**src/rtl/clock_generator_pkg.sv**
```systemverilog
package clock_generator_pkg;
  localparam int CLK_FREQ_HZ = 20_000_000;
  localparam int ADR_W = 8;
  localparam int DAT_W = 32;

  // Register byte addresses
  localparam logic [7:0] CTRL1_OFS = 8'h00;
  localparam logic [7:0] CTRL2_OFS = 8'h04;
  localparam logic [7:0] TRIM_OFS = 8'h08;
  localparam logic [7:0] LOOP_OFS = 8'h0C;
  localparam logic [7:0] STATUS_OFS = 8'h10;
  localparam logic [7:0] IRQ_STAT_OFS = 8'h14;
  localparam logic [7:0] IRQ_MASK_OFS = 8'h18;

  // Control 1 fields
  localparam int SOURCE_SELECT_POS = 6;
  localparam int REF_DIVIDER_POS = 3;
  localparam int REF_SELECT_POS = 2;
  localparam int IRCLKEN_POS = 1;
  localparam int IREFSTEN_POS = 0;
  localparam logic [7:0] CTRL1_RST = 8'h04;
  // Control 2 fields
  localparam int BUS_DIVIDER_POS = 6;
  localparam int RANGE_POS = 5;
  localparam int HGO_POS = 4;
  localparam int LP_POS = 3;
  localparam int EREFS_POS = 2;
  localparam int CME_POS = 1;
  localparam logic [7:0] CTRL2_RST = 8'h40;
  // Trim and loop
  localparam int TRIM_W = 9;
  localparam logic [8:0] TRIM_RST = 9'h100;
  localparam int PLLS_POS = 0;
  localparam int MULT_POS = 8;
  localparam logic [7:0] MULT_RST = 8'h20;
  localparam logic [7:0] DCO_ADJ_RST = 8'h80;
  // Status fields
  localparam int ST_MODE_POS = 0;
  localparam int ST_LOCK_POS = 4;
  localparam int ST_OSCRDY_POS = 5;
  localparam int ST_IREFST_POS = 6;
  localparam int ST_CLKST_POS = 7;
  // Interrupt bits
  localparam int IRQ_W = 3;
  localparam int IRQ_LOCK = 0;
  localparam int IRQ_UNLOCK = 1;
  localparam int IRQ_EXTLOSS = 2;

  // Clock select codes
  localparam logic [1:0] SEL_LOOP = 2'h0;
  localparam logic [1:0] SEL_INT = 2'h1;
  localparam logic [1:0] SEL_EXT = 2'h2;
  localparam logic [1:0] SRC_DCO = 2'h0;
  localparam logic [1:0] SRC_VCO = 2'h1;
  localparam logic [1:0] SRC_INT = 2'h2;
  localparam logic [1:0] SRC_EXT = 2'h3;

  // Lock detection and clock monitor timing
  localparam logic [7:0] LOCK_TOL = 8'h02;
  localparam logic [3:0] LOCK_COUNT = 4'h4;
  localparam int EXT_LOSS_TIME_NS = 100_000;
  localparam int EXT_LOSS_CYCLES = (EXT_LOSS_TIME_NS * (CLK_FREQ_HZ / 1_000_000) + 999) / 1000;

  typedef enum logic [3:0] {
    fll_engaged_internal = 4'h0,
    fll_engaged_external = 4'h1,
    fll_bypassed_internal = 4'h2,
    fll_bypassed_external = 4'h3,
    pll_engaged_external = 4'h4,
    pll_bypassed_external = 4'h5,
    low_power_bypass_internal = 4'h6,
    low_power_bypass_external = 4'h7,
    stop_mode = 4'h8
  } mode_t;
endpackage

```
**src/rtl/clk_edge_if.sv**
```systemverilog
`timescale 1ns/1ns
interface clk_edge_if;
  logic level;
  logic rise;
  logic toggle;
  modport source(output level, output rise, output toggle);
  modport sink(input level, input rise, input toggle);
endinterface

```
**src/rtl/edge_tracker.sv**
```systemverilog
`timescale 1ns/1ns
module edge_tracker #(
  parameter int STAGES = 2
) (
  input wire logic ref_clk,
  input wire logic rst_n,
  input wire logic pin,
  clk_edge_if.source edges
);
  logic [STAGES:0] sync_reg;

  initial begin
    if (STAGES < 2) begin
      $error("edge_tracker needs at least two stages");
    end
  end

  always_ff @(posedge ref_clk or negedge rst_n) begin
    if (!rst_n) begin
      sync_reg <= '0;
    end else begin
      sync_reg <= {sync_reg[STAGES-1:0], pin};
    end
  end

  assign edges.level = sync_reg[STAGES-1];
  assign edges.rise = sync_reg[STAGES-1] & ~sync_reg[STAGES];
  assign edges.toggle = sync_reg[STAGES-1] ^ sync_reg[STAGES];
endmodule

```
**src/rtl/clock_generator.sv**
```systemverilog
`timescale 1ns/1ns
module clock_generator #(
  parameter int MULT_W = 8
) (
  input wire logic ref_clk,
  input wire logic rst_n,
  input wire logic wb_cyc_i,
  input wire logic wb_stb_i,
  input wire logic wb_we_i,
  input wire logic [clock_generator_pkg::ADR_W-1:0] wb_adr_i,
  input wire logic [3:0] wb_sel_i,
  input wire logic [clock_generator_pkg::DAT_W-1:0] wb_dat_i,
  output logic [clock_generator_pkg::DAT_W-1:0] wb_dat_o,
  output logic wb_ack_o,
  input wire logic int_ref_clk,
  input wire logic ext_ref_clk,
  input wire logic dco_clk,
  input wire logic vco_clk,
  input wire logic osc_ready,
  input wire logic stop_req,
  output logic sys_clk,
  output logic debug_half_rate_clock,
  output logic [clock_generator_pkg::TRIM_W-1:0] int_ref_trim,
  output logic int_ref_enable,
  output logic osc_enable,
  output logic osc_range,
  output logic osc_high_gain,
  output logic fll_enable,
  output logic pll_enable,
  output logic [MULT_W-1:0] dco_adjust,
  output logic [MULT_W-1:0] vco_divide,
  output logic irq,
  output logic ext_loss_reset_req
);
  import clock_generator_pkg::*;

  initial begin
    if (MULT_W != 8) begin
      $error("clock_generator supports MULT_W of 8 only");
    end
  end

  // Source edge trackers; all inputs stay on chip
  clk_edge_if int_e();
  clk_edge_if ext_e();
  clk_edge_if dco_e();
  clk_edge_if vco_e();
  clk_edge_if rdy_e();
  edge_tracker #(.STAGES(2)) u_int (.ref_clk(ref_clk), .rst_n(rst_n), .pin(int_ref_clk),
    .edges(int_e));
  edge_tracker #(.STAGES(2)) u_ext (.ref_clk(ref_clk), .rst_n(rst_n), .pin(ext_ref_clk),
    .edges(ext_e));
  edge_tracker #(.STAGES(2)) u_dco (.ref_clk(ref_clk), .rst_n(rst_n), .pin(dco_clk),
    .edges(dco_e));
  edge_tracker #(.STAGES(2)) u_vco (.ref_clk(ref_clk), .rst_n(rst_n), .pin(vco_clk),
    .edges(vco_e));
  edge_tracker #(.STAGES(2)) u_rdy (.ref_clk(ref_clk), .rst_n(rst_n), .pin(osc_ready),
    .edges(rdy_e));

  logic [7:0] ctrl1_reg;
  logic [7:0] ctrl2_reg;
  logic [TRIM_W-1:0] trim_reg;
  logic plls_reg;
  logic [MULT_W-1:0] mult_reg;
  logic [IRQ_W-1:0] irq_stat_reg;
  logic [IRQ_W-1:0] irq_stat_next;
  logic [IRQ_W-1:0] irq_mask_reg;
  logic [IRQ_W-1:0] irq_set;
  logic [IRQ_W-1:0] irq_clr;
  logic [DAT_W-1:0] rd_data;
  logic [DAT_W-1:0] byte_mask;
  logic [DAT_W-1:0] status_word;
  logic wr_stb;
  mode_t mode;
  mode_t run_mode_reg;
  logic lock_reg;
  logic [1:0] src_act_reg;

  // Field views
  logic [1:0] source_select_field;
  logic [2:0] reference_divider_field;
  logic reference_select_bit;
  logic [1:0] bus_divider_field;
  logic lp;
  assign source_select_field = (ctrl1_reg[SOURCE_SELECT_POS+:2] == 2'h3) ? SEL_LOOP :
    ctrl1_reg[SOURCE_SELECT_POS+:2];
  assign reference_divider_field = ctrl1_reg[REF_DIVIDER_POS+:3];
  assign reference_select_bit = ctrl1_reg[REF_SELECT_POS];
  assign bus_divider_field = ctrl2_reg[BUS_DIVIDER_POS+:2];
  assign lp = ctrl2_reg[LP_POS];

  // Mode decode
  always_comb begin
    mode = fll_engaged_internal;
    if (stop_req) begin
      mode = stop_mode;
    end else begin
      case (source_select_field)
        SEL_INT: mode = lp ? low_power_bypass_internal : fll_bypassed_internal;
        SEL_EXT: begin
          if (lp) begin
            mode = low_power_bypass_external;
          end else begin
            mode = plls_reg ? pll_bypassed_external : fll_bypassed_external;
          end
        end
        default: begin
          if (plls_reg) begin
            mode = pll_engaged_external;
          end else begin
            mode = reference_select_bit ? fll_engaged_internal : fll_engaged_external;
          end
        end
      endcase
    end
  end

  // Wishbone slave
  logic wb_req;
  assign wb_req = wb_cyc_i & wb_stb_i;
  assign wr_stb = wb_req & wb_we_i & wb_ack_o;
  assign byte_mask = {{8{wb_sel_i[3]}}, {8{wb_sel_i[2]}}, {8{wb_sel_i[1]}}, {8{wb_sel_i[0]}}};

  function automatic logic [DAT_W-1:0] merge(input logic [DAT_W-1:0] old_val,
      input logic [DAT_W-1:0] new_val, input logic [DAT_W-1:0] m);
    merge = (old_val & ~m) | (new_val & m);
  endfunction

  always_comb begin
    status_word = '0;
    status_word[ST_MODE_POS+:4] = mode;
    status_word[ST_LOCK_POS] = lock_reg;
    status_word[ST_OSCRDY_POS] = rdy_e.level;
    status_word[ST_IREFST_POS] = reference_select_bit;
    status_word[ST_CLKST_POS+:2] = src_act_reg;
  end

  always_comb begin
    rd_data = '0;
    if (wb_adr_i == CTRL1_OFS) begin
      rd_data[7:0] = ctrl1_reg;
    end else if (wb_adr_i == CTRL2_OFS) begin
      rd_data[7:0] = ctrl2_reg;
    end else if (wb_adr_i == TRIM_OFS) begin
      rd_data[TRIM_W-1:0] = trim_reg;
    end else if (wb_adr_i == LOOP_OFS) begin
      rd_data[PLLS_POS] = plls_reg;
      rd_data[MULT_POS+:MULT_W] = mult_reg;
    end else if (wb_adr_i == STATUS_OFS) begin
      rd_data = status_word;
    end else if (wb_adr_i == IRQ_STAT_OFS) begin
      rd_data[IRQ_W-1:0] = irq_stat_reg;
    end else if (wb_adr_i == IRQ_MASK_OFS) begin
      rd_data[IRQ_W-1:0] = irq_mask_reg;
    end
  end

  always_ff @(posedge ref_clk or negedge rst_n) begin
    if (!rst_n) begin
      wb_ack_o <= 1'b0;
      wb_dat_o <= '0;
    end else begin
      wb_ack_o <= wb_req & ~wb_ack_o;
      wb_dat_o <= (wb_req & ~wb_ack_o) ? rd_data : '0;
    end
  end

  // Configuration registers
  logic [DAT_W-1:0] wr_val;
  always_comb begin
    wr_val = '0;
    if (wb_adr_i == CTRL1_OFS) begin
      wr_val = merge({24'h000000, ctrl1_reg}, wb_dat_i, byte_mask);
    end else if (wb_adr_i == CTRL2_OFS) begin
      wr_val = merge({24'h000000, ctrl2_reg[7:1], 1'b0} | {31'h0, ctrl2_reg[0]},
        wb_dat_i, byte_mask);
    end else if (wb_adr_i == TRIM_OFS) begin
      wr_val = merge({23'h000000, trim_reg}, wb_dat_i, byte_mask);
    end else if (wb_adr_i == LOOP_OFS) begin
      wr_val = merge({16'h0000, mult_reg, 7'h00, plls_reg}, wb_dat_i, byte_mask);
    end else if (wb_adr_i == IRQ_MASK_OFS) begin
      wr_val = merge({29'h0, irq_mask_reg}, wb_dat_i, byte_mask);
    end
  end

  always_ff @(posedge ref_clk or negedge rst_n) begin
    if (!rst_n) begin
      ctrl1_reg <= CTRL1_RST;
      ctrl2_reg <= CTRL2_RST;
      trim_reg <= TRIM_RST;
      plls_reg <= 1'b0;
      mult_reg <= MULT_RST;
      irq_mask_reg <= '0;
    end else if (wr_stb) begin
      if (wb_adr_i == CTRL1_OFS) begin
        ctrl1_reg <= wr_val[7:0];
      end else if (wb_adr_i == CTRL2_OFS) begin
        ctrl2_reg <= wr_val[7:0];
      end else if (wb_adr_i == TRIM_OFS) begin
        trim_reg <= wr_val[TRIM_W-1:0];
      end else if (wb_adr_i == LOOP_OFS) begin
        plls_reg <= wr_val[PLLS_POS];
        mult_reg <= wr_val[MULT_POS+:MULT_W];
      end else if (wb_adr_i == IRQ_MASK_OFS) begin
        irq_mask_reg <= wr_val[IRQ_W-1:0];
      end
    end
  end

  // Reference divider ahead of the loops
  logic ref_rise;
  logic ref_tick;
  logic [6:0] ref_cnt_reg;
  logic [6:0] ref_last;
  assign ref_rise = reference_select_bit ? int_e.rise : ext_e.rise;
  assign ref_last = 7'((8'h01 << reference_divider_field) - 8'h01);
  assign ref_tick = ref_rise & (ref_cnt_reg == ref_last);

  always_ff @(posedge ref_clk or negedge rst_n) begin
    if (!rst_n) begin
      ref_cnt_reg <= '0;
    end else if (ref_rise) begin
      ref_cnt_reg <= (ref_cnt_reg >= ref_last) ? 7'h00 : ref_cnt_reg + 7'h01;
    end
  end

  // Loop edge counting per reference tick
  logic loop_rise;
  logic [MULT_W-1:0] loop_cnt_reg;
  logic [MULT_W-1:0] diff;
  logic in_window;
  assign loop_rise = plls_reg ? vco_e.rise : dco_e.rise;
  assign diff = (loop_cnt_reg > mult_reg) ? loop_cnt_reg - mult_reg : mult_reg - loop_cnt_reg;
  assign in_window = diff <= LOCK_TOL;

  always_ff @(posedge ref_clk or negedge rst_n) begin
    if (!rst_n) begin
      loop_cnt_reg <= '0;
    end else if (ref_tick) begin
      loop_cnt_reg <= '0;
    end else if (loop_rise && loop_cnt_reg != {MULT_W{1'b1}}) begin
      loop_cnt_reg <= loop_cnt_reg + 8'h01;
    end
  end

  // FLL frequency steering of the oscillator core
  always_ff @(posedge ref_clk or negedge rst_n) begin
    if (!rst_n) begin
      dco_adjust <= DCO_ADJ_RST;
    end else if (ref_tick && !plls_reg && fll_enable) begin
      if (loop_cnt_reg < mult_reg && dco_adjust != {MULT_W{1'b1}}) begin
        dco_adjust <= dco_adjust + 8'h01;
      end else if (loop_cnt_reg > mult_reg && dco_adjust != '0) begin
        dco_adjust <= dco_adjust - 8'h01;
      end
    end
  end

  // PLL lock detector
  logic [3:0] lock_run_reg;
  logic lock_gain;
  logic lock_lose;
  assign lock_gain = pll_enable & ref_tick & in_window & ~lock_reg &
    (lock_run_reg == LOCK_COUNT - 4'h1);
  assign lock_lose = lock_reg & (~pll_enable | (ref_tick & ~in_window));

  always_ff @(posedge ref_clk or negedge rst_n) begin
    if (!rst_n) begin
      lock_reg <= 1'b0;
      lock_run_reg <= '0;
    end else if (lock_lose || !pll_enable) begin
      lock_reg <= 1'b0;
      lock_run_reg <= '0;
    end else if (ref_tick) begin
      lock_run_reg <= in_window ? ((lock_run_reg == LOCK_COUNT) ? lock_run_reg :
        lock_run_reg + 4'h1) : 4'h0;
      if (lock_gain) begin
        lock_reg <= 1'b1;
      end
    end
  end

  // External clock monitor
  logic [11:0] loss_cnt_reg;
  logic ext_loss;
  logic mon_on;
  assign mon_on = ctrl2_reg[CME_POS] & osc_enable & (mode != stop_mode);
  assign ext_loss = mon_on & (loss_cnt_reg == 12'(EXT_LOSS_CYCLES - 1)) & ~ext_e.toggle;

  always_ff @(posedge ref_clk or negedge rst_n) begin
    if (!rst_n) begin
      loss_cnt_reg <= '0;
    end else if (!mon_on || ext_e.toggle || ext_loss) begin
      loss_cnt_reg <= '0;
    end else begin
      loss_cnt_reg <= loss_cnt_reg + 12'h001;
    end
  end

  always_ff @(posedge ref_clk or negedge rst_n) begin
    if (!rst_n) begin
      ext_loss_reset_req <= 1'b0;
    end else if (ext_loss) begin
      ext_loss_reset_req <= 1'b1;
    end
  end

  // Interrupt status, set wins over clear
  assign irq_set = {ext_loss, lock_lose, lock_gain};
  assign irq_clr = (wr_stb && wb_adr_i == IRQ_STAT_OFS && wb_sel_i[0]) ?
    wb_dat_i[IRQ_W-1:0] : '0;
  assign irq_stat_next = (irq_stat_reg & ~irq_clr) | irq_set;

  always_ff @(posedge ref_clk or negedge rst_n) begin
    if (!rst_n) begin
      irq_stat_reg <= '0;
      irq <= 1'b0;
    end else begin
      irq_stat_reg <= irq_stat_next;
      irq <= |(irq_stat_next & irq_mask_reg);
    end
  end

  // Loop, reference and oscillator enables
  logic int_mode;
  assign int_mode = (mode == fll_engaged_internal) || (mode == fll_bypassed_internal) ||
    (mode == low_power_bypass_internal);

  always_ff @(posedge ref_clk or negedge rst_n) begin
    if (!rst_n) begin
      run_mode_reg <= fll_engaged_internal;
    end else if (mode != stop_mode) begin
      run_mode_reg <= mode;
    end
  end

  always_ff @(posedge ref_clk or negedge rst_n) begin
    if (!rst_n) begin
      fll_enable <= 1'b1;
      pll_enable <= 1'b0;
      int_ref_enable <= 1'b1;
      osc_enable <= 1'b0;
      osc_range <= 1'b0;
      osc_high_gain <= 1'b0;
      int_ref_trim <= TRIM_RST;
      vco_divide <= MULT_RST;
    end else begin
      fll_enable <= (mode == fll_engaged_internal) || (mode == fll_engaged_external) ||
        (mode == fll_bypassed_internal) || (mode == fll_bypassed_external);
      pll_enable <= (mode == pll_engaged_external) || (mode == pll_bypassed_external);
      if (mode == stop_mode) begin
        int_ref_enable <= ctrl1_reg[IREFSTEN_POS] & (ctrl1_reg[IRCLKEN_POS] |
          (run_mode_reg == fll_engaged_internal) || (run_mode_reg == fll_bypassed_internal) ||
          (run_mode_reg == low_power_bypass_internal));
        osc_enable <= ctrl2_reg[EREFS_POS];
      end else begin
        int_ref_enable <= ctrl1_reg[IRCLKEN_POS] | int_mode | reference_select_bit;
        osc_enable <= ctrl2_reg[EREFS_POS] | ~reference_select_bit |
          (source_select_field == SEL_EXT);
      end
      osc_range <= ctrl2_reg[RANGE_POS];
      osc_high_gain <= ctrl2_reg[HGO_POS];
      int_ref_trim <= trim_reg;
      vco_divide <= mult_reg;
    end
  end

  // Debug clock from the oscillator core
  always_ff @(posedge ref_clk or negedge rst_n) begin
    if (!rst_n) begin
      debug_half_rate_clock <= 1'b0;
    end else if (dco_e.rise) begin
      debug_half_rate_clock <= ~debug_half_rate_clock;
    end
  end

  // Glitch-free source select and bus divider
  logic [1:0] src_want;
  logic [1:0] div_act_reg;
  logic [2:0] half_cnt_reg;
  logic src_tog;
  logic phase_end;
  logic may_run;
  always_comb begin
    case (source_select_field)
      SEL_INT: src_want = SRC_INT;
      SEL_EXT: src_want = SRC_EXT;
      default: src_want = plls_reg ? SRC_VCO : SRC_DCO;
    endcase
  end

  always_comb begin
    case (src_act_reg)
      SRC_VCO: src_tog = vco_e.toggle;
      SRC_INT: src_tog = int_e.toggle;
      SRC_EXT: src_tog = ext_e.toggle;
      default: src_tog = dco_e.toggle;
    endcase
  end

  assign may_run = (mode != stop_mode) | sys_clk;
  assign phase_end = src_tog & may_run & (half_cnt_reg == 3'((4'h1 << div_act_reg) - 4'h1));

  always_ff @(posedge ref_clk or negedge rst_n) begin
    if (!rst_n) begin
      sys_clk <= 1'b0;
      half_cnt_reg <= '0;
      src_act_reg <= SRC_DCO;
      div_act_reg <= CTRL2_RST[BUS_DIVIDER_POS+:2];
    end else if (phase_end) begin
      sys_clk <= ~sys_clk;
      half_cnt_reg <= '0;
      if (sys_clk) begin
        src_act_reg <= src_want;
        div_act_reg <= bus_divider_field;
      end
    end else if (src_tog && may_run) begin
      half_cnt_reg <= half_cnt_reg + 3'h1;
    end
  end
endmodule

```
**config.mk**
```make
export PLATFORM = sky130hd
export DESIGN_NAME = clock_generator
export DESIGN_NICKNAME = d
export VERILOG_FILES = /design/src/rtl/clock_generator_pkg.sv /design/src/rtl/clk_edge_if.sv /design/src/rtl/edge_tracker.sv /design/src/rtl/clock_generator.sv
export SDC_FILE = /design/constraint.sdc
export NUM_CORES = 1
export LEC_CHECK = 0
export ABC_AREA = 0
export BUFFER_PORTS_ARGS = -buffer_cell sky130_fd_sc_hd__buf_2
export CORE_MARGIN = 5
export CORE_UTILIZATION = 55
export CTS_BUF_LIST = sky130_fd_sc_hd__clkbuf_8
export DETAILED_ROUTE_END_ITERATION = 8
export MAX_ROUTING_LAYER = met4
export PLACE_DENSITY = 0.78
export SLEW_MARGIN = 20
export SYNTH_ARGS = -nofsm -noshare
export SYNTH_HDL_FRONTEND = slang
export SYNTH_HIERARCHICAL = 1
export SYNTH_SLANG_ARGS = --single-unit
```
**constraint.sdc**
```tcl
create_clock -name ref_clk -period 4.59 [get_ports ref_clk]
set_input_delay 0.2295 -clock ref_clk [delete_from_list [all_inputs] [get_ports ref_clk]]
set_output_delay 0.2295 -clock ref_clk [all_outputs]
set_load 0.01 [all_outputs]
```
==> out/metrics.csv <==
metric;value;unit
CP Max Fanout;8;
Area after DPL;8190;sq um
highest metal layer with signal wires;met4;
TritonCTS Buffers;17;
worst rel slew slack;35.8;%
final antenna-violating net count;0;
drt wl/cell;16.8;um
hold_buf cts;11;
Synth Cell Area;7660;sq um
Final GP Congestion;0.912;
Yosys warnings;6;
number of I/O port buffers;88;
WHS;0.0443;ns
R2R cell count;15;
grt ovf;0;
largest net degree at the start of global routing;110;
DP Cell Count;1010;
number of global-route vias before repair;6048;
routed via count;5993;
ant diodes;0;
vias per inst;5.69;
Final min period;4.02;ns
GRT Util Overall;23.5;%
core area;13800;sq um
Setup Viol. Count Final;0;
CP Data Arrival Time;4.40;ns
Clock Sinks;149;
Nets;959;
CP startpoint kind;register;
first-pass GRT wire length;29600;um
initial antenna violation count;0;
Die X;128;um
die area;16400;sq um
Clock Tree Buf Depth;2;
R2R Setup Slk;0.57;ns
setup ws final;0.572;ns
Setup TNS;0;ns
crit path kind;register to register;
LEAKAGE;4.21;nW
Mapped Avg Cell Area;9.98;sq um
Syn Inst Count;768;
die height;128;um
CTS H-tree depth;4;
Hold WC Path Type;primary input to register;
Max Freq;0.249;GHz
Fill cells;1135;
max-cap violation count;0;
CTS tree;done;
status;finished, final reports clean;
Clk Latency, worst-skew pair;0.45;ns
Met2 Wirelength;8540;um
DRC viols;0;
CTS root buf;clkbuf_8;
share of layout cells above drive strength 1;18.6;%
Util after Layout;63.6;%
Detail Placement HPWL;12300;um
Post-CTS Setup Inserts;0;
total routed wirelength;17600;um
hold path cells;2;
CP endpoint kind;register;
WL met3;1150;um
Area Growth Syn to Fin;14.3;%
most frequent cells in the layout;139 x dfrtp_1, 87 x buf_2, 72 x nor2_1;
Peak VDD IR;0.260;mV
Pre-Repair DR Iteration Count;5;
dpl ws;0.632;ns
clock transition at the registers of the reported paths;0.08;ns
post-cts sizing count;0;
Power per Cell Area;370;nW/um^2
r2r endpoint;dco_adjust[7]$_DFFE_PN1P_;
RSZ-0062 raised after global routing;false;
Final Power;3.24;mW
min-delay src;wb_dat_i[15];
worst slew pin tran;0.963;ns
Row Count;43;
post-route non-filler standard cell count;1053;
max reg flops;16;
fin crit share;87.5;%
CP required;4.97;ns
Ports;123;
1st-iter DRT viols;522;
Final Hold Vio Count;0;
starting density of the core;55.7;%
Clock Skews;0.0104;ns
most common cell after layout, fill and taps aside;dfrtp_1;
Final Max Tran Viols;0;
Design Area, Final;8760;sq um
post-route met1 wirelength;7490;um
layout make-up:
| type | count | area, sq um | share of cell area [%] |
|---|---|---|---|
| clock inverters | 12 | 185 | 2.11 |
| repair buffers | 103 | 589 | 6.73 |
| clock buffers | 19 | 262 | 2.98 |
| multi-input cells | 543 | 3580 | 40.9 |
| inverters | 47 | 176 | 2.01 |
| well taps | 180 | 225 | 2.57 |
| flip-flops and latches | 149 | 3740 | 42.7 |
critical path: stages, from the launching register on:
cell	delay [ns]
dfrtp_1	0.40
inv_1	0.06
ha_1	0.41
nor2b_1	0.19
o31a_1	0.27
o31a_1	0.26
a31oi_1	0.28
inv_1	0.22
ha_1	0.32
a21o_1	0.15
a21oi_1	0.20
o21ai_0	0.16
o41ai_1	0.33
mux2i_1	0.13
nor4bb_1	0.37
xor2_1	0.18
routing by layer:
layer  vias up  GRT usage, %
li1       2828             -
met1      2876          29.4
met2       244          37.3
met3        45          5.33
met4         0          9.18
met5         -             -
worst max-delay path by stage:
stage	cells past startpoint	end	startpoint
floorplan	15	dco_adjust[7]$_DFFE_PN1P_	register
global placement	15	dco_adjust[7]$_DFFE_PN1P_	register
detailed placement	15	dco_adjust[7]$_DFFE_PN1P_	register
CTS	15	dco_adjust[7]$_DFFE_PN1P_	register
global route	15	dco_adjust[7]$_DFFE_PN1P_	register
finish	15	dco_adjust[7]$_DFFE_PN1P_	register
power breakdown:
group / total (mW) / internal [mW] / switching (mW)
registers: 1.47 / 1.38 / 0.0837
logic: 0.645 / 0.288 / 0.357
clock network: 1.13 / 0.665 / 0.466
total: 3.24 / 2.34 / 0.906
(Power assumes the default switching activity.)
